==> config.mk <==
export PLATFORM = sky130hd
export DESIGN_NAME = counter_array_capture_regs
export DESIGN_NICKNAME = d
export VERILOG_FILES = /design/src/counter_array_pkg.sv /design/src/counter_array_capture_regs.sv
export SDC_FILE = /design/constraint.sdc
export NUM_CORES = 1
export LEC_CHECK = 0
export BUFFER_PORTS_ARGS = -buffer_cell sky130_fd_sc_hd__buf_2
export CAP_MARGIN = 40
export CORE_UTILIZATION = 40
export DETAILED_ROUTE_END_ITERATION = 8
export GPL_TIMING_DRIVEN = 0
export PLACE_DENSITY = 0.75
export SLEW_MARGIN = 10
export SYNTH_ARGS = -nofsm -noshare
export SYNTH_HDL_FRONTEND = slang
export SYNTH_SLANG_ARGS = --single-unit
==> constraint.sdc <==
create_clock -name clk -period 3.5 [get_ports clk]
set_input_delay 0.525 -clock clk [delete_from_list [all_inputs] [get_ports clk]]
set_output_delay 0.525 -clock clk [all_outputs]
set_load 0.1 [all_outputs]
==> src/counter_array_pkg.sv <==
// Constants for the counter array register-access block.
// Assumes an 8-bit special-function-register bus on the system clock.
package counter_array_pkg;

    localparam int          num_modules         = 3;
    localparam int          data_width          = 8;
    localparam logic [7:0]  counter_low_addr    = 8'hf9;
    localparam logic [7:0]  counter_high_addr   = 8'hfa;
    localparam logic [7:0]  module0_low_addr    = 8'hfb;
    localparam logic [7:0]  module0_high_addr   = 8'hfc;
    localparam logic [7:0]  module1_low_addr    = 8'he9;
    localparam logic [7:0]  module1_high_addr   = 8'hea;
    localparam logic [7:0]  module2_low_addr    = 8'heb;
    localparam logic [7:0]  module2_high_addr   = 8'hec;
    localparam int          comparator_enable_bit = 6;
    localparam logic [7:0]  byte_reset          = 8'h00;
    localparam logic [15:0] value_reset         = 16'h0000;

endpackage

==> src/counter_array_capture_regs.sv <==
// Register-access logic of the counter array: counter bytes with a high-byte snapshot,
// three module value registers, auto-reload bytes and comparator enable side effects.
// The count itself is not stored here: counter byte writes leave as strobes with data,
// because the counting logic outside owns the running value.
// Assumes the counting logic, mode registers and PWM configuration live outside and talk
// through the plain ports below; all inputs come from logic on clk.
`timescale 1ns/1ps
`default_nettype none

module counter_array_capture_regs (
    input  wire logic        clk,
    input  wire logic        srst,
    input  wire logic [7:0]  sfr_addr,
    input  wire logic [7:0]  sfr_wdata,
    input  wire logic        sfr_wr,
    input  wire logic        sfr_rd,
    output logic      [7:0]  sfr_rdata,
    input  wire logic [15:0] array_counter,
    input  wire logic        watchdog_enable_bit,
    input  wire logic        auto_reload_select,
    input  wire logic [2:0]  pwm_wide_mode,
    output logic             counter_low_wr,
    output logic             counter_high_wr,
    output logic      [7:0]  counter_wdata,
    output logic      [47:0] module_capture_value,
    output logic      [47:0] auto_reload_value,
    output logic      [2:0]  comparator_enable
);

    // ------------------------------------------------------------
    // Address decode
    // ------------------------------------------------------------
    // The module addresses are scattered over two ranges, so each pair is
    // looked up by module index instead of being computed from a base.
    function automatic logic [7:0] low_addr(input int idx);
        case (idx)
            0:       low_addr = counter_array_pkg::module0_low_addr;
            1:       low_addr = counter_array_pkg::module1_low_addr;
            default: low_addr = counter_array_pkg::module2_low_addr;
        endcase
    endfunction

    function automatic logic [7:0] high_addr(input int idx);
        case (idx)
            0:       high_addr = counter_array_pkg::module0_high_addr;
            1:       high_addr = counter_array_pkg::module1_high_addr;
            default: high_addr = counter_array_pkg::module2_high_addr;
        endcase
    endfunction

    // One byte of a 16-bit value, as seen at the low or the high address.
    function automatic logic [7:0] byte_of(input logic [15:0] value, input logic upper);
        byte_of = upper ? value[15:8] : value[7:0];
    endfunction

    // A 16-bit value with one byte replaced by written data; the other byte is kept.
    function automatic logic [15:0] merge_byte(
        input logic [15:0] value,
        input logic [7:0]  data,
        input logic        upper
    );
        merge_byte = upper ? {data, value[7:0]} : {value[15:8], data};
    endfunction

    wire logic hit_counter_low  = (sfr_addr == counter_array_pkg::counter_low_addr);
    wire logic hit_counter_high = (sfr_addr == counter_array_pkg::counter_high_addr);

    logic [7:0] snapshot_high;
    logic [2:0] hit_low;
    logic [2:0] hit_high;
    logic [2:0] hit_module;
    logic [2:0] reload_path;
    logic [7:0] module_read [3];

    // ------------------------------------------------------------
    // Counter snapshot
    // ------------------------------------------------------------
    // Latching on the low-byte read keeps a low-then-high read coherent even
    // when the counter carries from the low into the high byte between them.
    wire logic       read_counter_low = sfr_rd & hit_counter_low;
    wire logic [7:0] next_snapshot    =
        read_counter_low ? array_counter[15:8] : snapshot_high;

    always_ff @(posedge clk) begin
        if (srst) begin
            snapshot_high <= counter_array_pkg::byte_reset;
        end else begin
            snapshot_high <= next_snapshot;
        end
    end

    // ------------------------------------------------------------
    // Counter write strobes
    // ------------------------------------------------------------
    // A refused write raises no strobe (only the data copy still follows the bus), so the counting logic needs no
    // watchdog knowledge of its own.
    wire logic next_low_wr  =
        sfr_wr & hit_counter_low & ~watchdog_enable_bit;
    wire logic next_high_wr =
        sfr_wr & hit_counter_high & ~watchdog_enable_bit;

    always_ff @(posedge clk) begin
        if (srst) begin
            counter_low_wr <= 1'h0;
        end else begin
            counter_low_wr <= next_low_wr;
        end
    end

    always_ff @(posedge clk) begin
        if (srst) begin
            counter_high_wr <= 1'h0;
        end else begin
            counter_high_wr <= next_high_wr;
        end
    end

    // The data copy follows the bus every cycle; it only matters beside a strobe.
    always_ff @(posedge clk) begin
        if (srst) begin
            counter_wdata <= counter_array_pkg::byte_reset;
        end else begin
            counter_wdata <= sfr_wdata;
        end
    end

    // ------------------------------------------------------------
    // Capture/compare modules
    // ------------------------------------------------------------
    genvar m;
    generate
        for (m = 0; m < counter_array_pkg::num_modules; m++) begin : g_mod
            logic [15:0] stored_capture;
            logic [15:0] stored_reload;
            logic        stored_enable;

            // ----------------------------------------------------
            // Write side
            // ----------------------------------------------------
            assign hit_low[m]     = (sfr_addr == low_addr(m));
            assign hit_high[m]    = (sfr_addr == high_addr(m));
            assign hit_module[m]  = hit_low[m] | hit_high[m];
            // Any width from 9 to 16 bits counts as a wide PWM mode; in the 8-bit
            // mode the select bit is ignored and the compare value is reached.
            assign reload_path[m] = auto_reload_select & pwm_wide_mode[m];

            wire logic write_module  = sfr_wr & hit_module[m];
            wire logic write_capture = write_module & ~reload_path[m];
            wire logic write_reload  = write_module & reload_path[m];

            wire logic [15:0] next_capture =
                write_capture ? merge_byte(stored_capture, sfr_wdata, hit_high[m])
                              : stored_capture;
            wire logic [15:0] next_reload  =
                write_reload ? merge_byte(stored_reload, sfr_wdata, hit_high[m])
                             : stored_reload;
            // The enable follows the written address, whichever value the byte lands in;
            // the bit itself sits in the mode register outside, this block owns its value.
            wire logic next_enable = (sfr_wr & hit_high[m])
                | (stored_enable & ~(sfr_wr & hit_low[m]));

            always_ff @(posedge clk) begin
                if (srst) begin
                    stored_capture <= counter_array_pkg::value_reset;
                end else begin
                    stored_capture <= next_capture;
                end
            end

            always_ff @(posedge clk) begin
                if (srst) begin
                    stored_reload <= counter_array_pkg::value_reset;
                end else begin
                    stored_reload <= next_reload;
                end
            end

            always_ff @(posedge clk) begin
                if (srst) begin
                    stored_enable <= 1'h0;
                end else begin
                    stored_enable <= next_enable;
                end
            end

            // ----------------------------------------------------
            // Read side
            // ----------------------------------------------------
            assign module_read[m] = reload_path[m] ? byte_of(stored_reload, hit_high[m])
                                                   : byte_of(stored_capture, hit_high[m]);

            // The outputs are plain copies of the flops above, with no logic between.
            assign module_capture_value[16*m +: 16] = stored_capture;
            assign auto_reload_value[16*m +: 16]    = stored_reload;
            assign comparator_enable[m]             = stored_enable;
        end
    endgenerate

    // ------------------------------------------------------------
    // Read data
    // ------------------------------------------------------------
    // Unmapped addresses read as zero, so a stray read never shows stale data.
    wire logic [7:0] next_rdata =
        hit_counter_low  ? array_counter[7:0] :
        hit_counter_high ? snapshot_high :
        hit_module[0]    ? module_read[0] :
        hit_module[1]    ? module_read[1] :
        hit_module[2]    ? module_read[2] :
        counter_array_pkg::byte_reset;

    // Read data stands until the next read, so software may pick it up late.
    always_ff @(posedge clk) begin
        if (srst) begin
            sfr_rdata <= counter_array_pkg::byte_reset;
        end else if (sfr_rd) begin
            sfr_rdata <= next_rdata;
        end
    end

endmodule

`default_nettype wire

==> qor.yml <==
synth:
  yosys.cell_types.count: 50
  most_instantiated_flip_flop_cell_in_the_synthesis_netlist: "dfxtp_1"
  synth-seq-area-share_pct: 43.2
  post_synth_instance_area_sq_um: 5800
  synth_cells: 604
  count_of_flip_flops_with_a_built_in_enable_after_synthesis: 0
  synth_nets: 645
  syn-mean-instance-area_sq_um: 9.60
  synth_seq_cells: 125
  asr_flop_ratio_synth_pct: 0
  ys_warn_count: 0
setup_path:
  crit_fanout: 10
  critical-path-top-cell-by-count: "buf_2"
  critical-path-max-stage-delay_ns: 0.40
  launching_element_type_of_the_critical_path: "input port"
  cp.arrival_ns: 2.34
  cp_cell_sequence: "buf_2 -> nand4_1 -> buf_2 -> a21oi_2 -> a221oi_1 -> o21ai_1 -> a31o_1"
  required_ns: 3.82
  critPathKind: "input port to register"
  timing.critical_path.slowest_stage_cell: "a221oi_1"
  critical_path.endpoint_type: "register"
layout:
  antenna-diode-count: 0
  flow.area_growth_from_synthesis_pct: 27.6
  layout.nets: 815
  num-fill-cells: 1289
  multi_input_area_sq_um: 3040
  final_layout_size_suffix_gt1_share_pct: 29.2
  seq_area_sq_um: 2500
routing:
  drcViolationCount: 0
  antenna_left: 0
  drt_pre_antenna_iters: 7
  routed-via-count: 5371
  via_per_inst: 5.55
  drtIter0Drc: 414
  totalWireLength_mm: 18.3
  avgRoutedWirePerCell_um: 18.9
clock_tree:
  ctsResizeCount: 0
  maximum_number_of_buffers_from_clock_root_to_sink: 2
  cts_hold_repair.buffers: 0
  h_tree_depth: 4
  worst_setup_hold_path_clk_slew_ns: 0.06
  cts.sink_count: 125
  post_cts_buffers: 0
  worst_skew_pair.late_latency_ns: 0.43
  cts_inserted_buffers: 17
  clock_tree_from_tritoncts: "built"
  clock-root-buffer: "clkbuf_16"
flow_run:
  maxCapViolCount: 0
power_and_ir_drop:
  power.density_nw_per_um2: 480
  power.total_w: 0.00355
  leakage_nw: 3.69
  ir_drop_uv: 328
global_routing:
  grt_resource_usage_total_pct: 25.0
  via_count_of_the_first_global_routing_pass: 4975
  maximum_number_of_pins_on_one_net_before_global_route_repair: 17
  global_route_wire_length_before_repair_mm: 27.7
  antenna_found_initial: 0
  grt-ovfl-total: 0
sta:
  timing.final.crit_share_pct: 57.8
  grt_setup_unrepaired: "false"
  timing.clock.skew_ns: 0.00433
  timing.max_slew.rel_slack_pct: 53.6
  finalWorstPathRequiredPeriod_ns: 2.02
  worstMarginPinSlew_ns: 0.696
  final_hold_viol_count: 0
  setup_tns_ns: 0
  achievable-frequency_mhz: 495
  whs_ns: 0.285
  drv_slew: 0
  timing.final.setup_violations: 0
floorplan:
  die_area_sq_um: 15000
  num_rows: 43
  die_w_um: 122
  floorplan.initialDensity_pct: 41.4
  die_height_um: 122
  coreArea_sq_um: 14000
  pin_count: 158
place:
  portBuffers: 151
  detailed_place_hpwl_mm: 13.6
  gpl.final_weighted_congestion: 0.865
worst_hold_path:
  hold_class: "input port to register"
status:
  status: "finished clean"
[area by class of cell]
class                           instances  share of cell area, %
Clock buffer                           19                   6.12
Tap cell                              180                   3.04
Inverter                                1                 0.0507
Timing Repair Buffer                  151                   10.2
Multi-Input combinational cell        425                   41.1
Buffer                                 53                   3.37
Sequential cell                       125                   33.8
Clock inverter                         13                   2.25
[synthesized netlist by cell type, types with 9 or more instances]
cell type | instances | area, sq um
o21a_1 | 9 | 67.6
a211oi_1 | 12 | 90.1
nand2_1 | 14 | 52.6
nand3_1 | 11 | 55.1
o21ai_0 | 13 | 65.1
mux2i_1 | 100 | 1000
a22o_1 | 16 | 140
nor2_1 | 108 | 405
buf_2 | 13 | 65.1
nor2b_1 | 10 | 62.6
clkbuf_1 | 29 | 109
a21oi_1 | 20 | 100
dfxtp_1 | 125 | 2500
and3_1 | 12 | 75.1
[placed cells by master, fill, tap and decap left out, drive strengths merged, types with 6 or more instances in the layout]
cell      instances
a211oi           12
a21oi            22
a221oi            8
a22o             16
a22oi             8
and3             12
buf             175
clkbuf           48
clkinvlp          6
dfxtp           125
mux2i           100
nand2            14
nand3            11
nand4             9
nor2            110
nor2b            10
nor3              8
o21a              9
o21ai            17
o311ai            8
or3               8
[power breakdown]
group          switching [W]  internal [W]
clock network       0.000674       0.00116
logic               0.000215     0.0000635
registers         0.00000480       0.00143
[worst max-delay path, delay by kind of cell]
kind | cells | cell delay [ns]
AND/OR/NAND/NOR | 1 | 0.28
buffers and inverters | 2 | 0.48
AO/OA/AOI/OAI | 4 | 1.05
[path summary, 6_finish.rpt]
check	from	to	slack, ns	depth (start not counted)
worst max-delay path	sfr_addr[4]	sfr_rdata[5]$_SDFFE_PP0P_	1.48	7
worst min register to register	snapshot_high[4]$_SDFFE_PP0P_	snapshot_high[4]$_SDFFE_PP0P_	0.47	2
worst max register to register	g_mod[1].stored_reload[5]$_SDFFE_PP0P_	sfr_rdata[5]$_SDFFE_PP0P_	1.90	4
worst min-delay path	watchdog_enable_bit	counter_high_wr$_SDFF_PP0_	0.29	2
[sequential cells by signal, summed over array words and instances (netlist names)]
signal	cells
g_mod.stored_capture	48
snapshot_high	8
counter_high_wr	1
g_mod.stored_enable	3
g_mod.stored_reload	48
counter_wdata	8
sfr_rdata	8
counter_low_wr	1
[metal layers]
layer  GRT usage (%)  routed length (um)  vias up
met5               0                   0        -
met4            11.5                 478        0
met3            6.18                1450       25
met2            37.8                8220      236
met1            33.4                8160     2581
li1                -                   -     2529
[through the flow]
stage | setup WS, ns | instances | area, sq um | utilization [%]
floorplan | 1.56 | 604 | 5800 | -
global placement | 1.11 | 935 | 6780 | 48.5
detailed placement | 1.11 | 935 | 6780 | 48.5
CTS | 1.56 | 967 | 7400 | 52.9
global route | 1.41 | 967 | 7400 | 52.9
finish | 1.48 | 967 | 7400 | 52.9
[kinds of logic (layout without fill, tap and decap cells)]
group / count (synthesis) / in the layout / synth area share [%]
multiplexers: 104 / 104 / 18.0
buffers and inverters: 54 / 237 / 4.36
flip-flops: 125 / 125 / 43.2
AO/OA/AOI/OAI: 123 / 123 / 15.2
AND/OR/NAND/NOR: 198 / 198 / 19.2
Note: power is estimated with default switching activity, not from simulation.
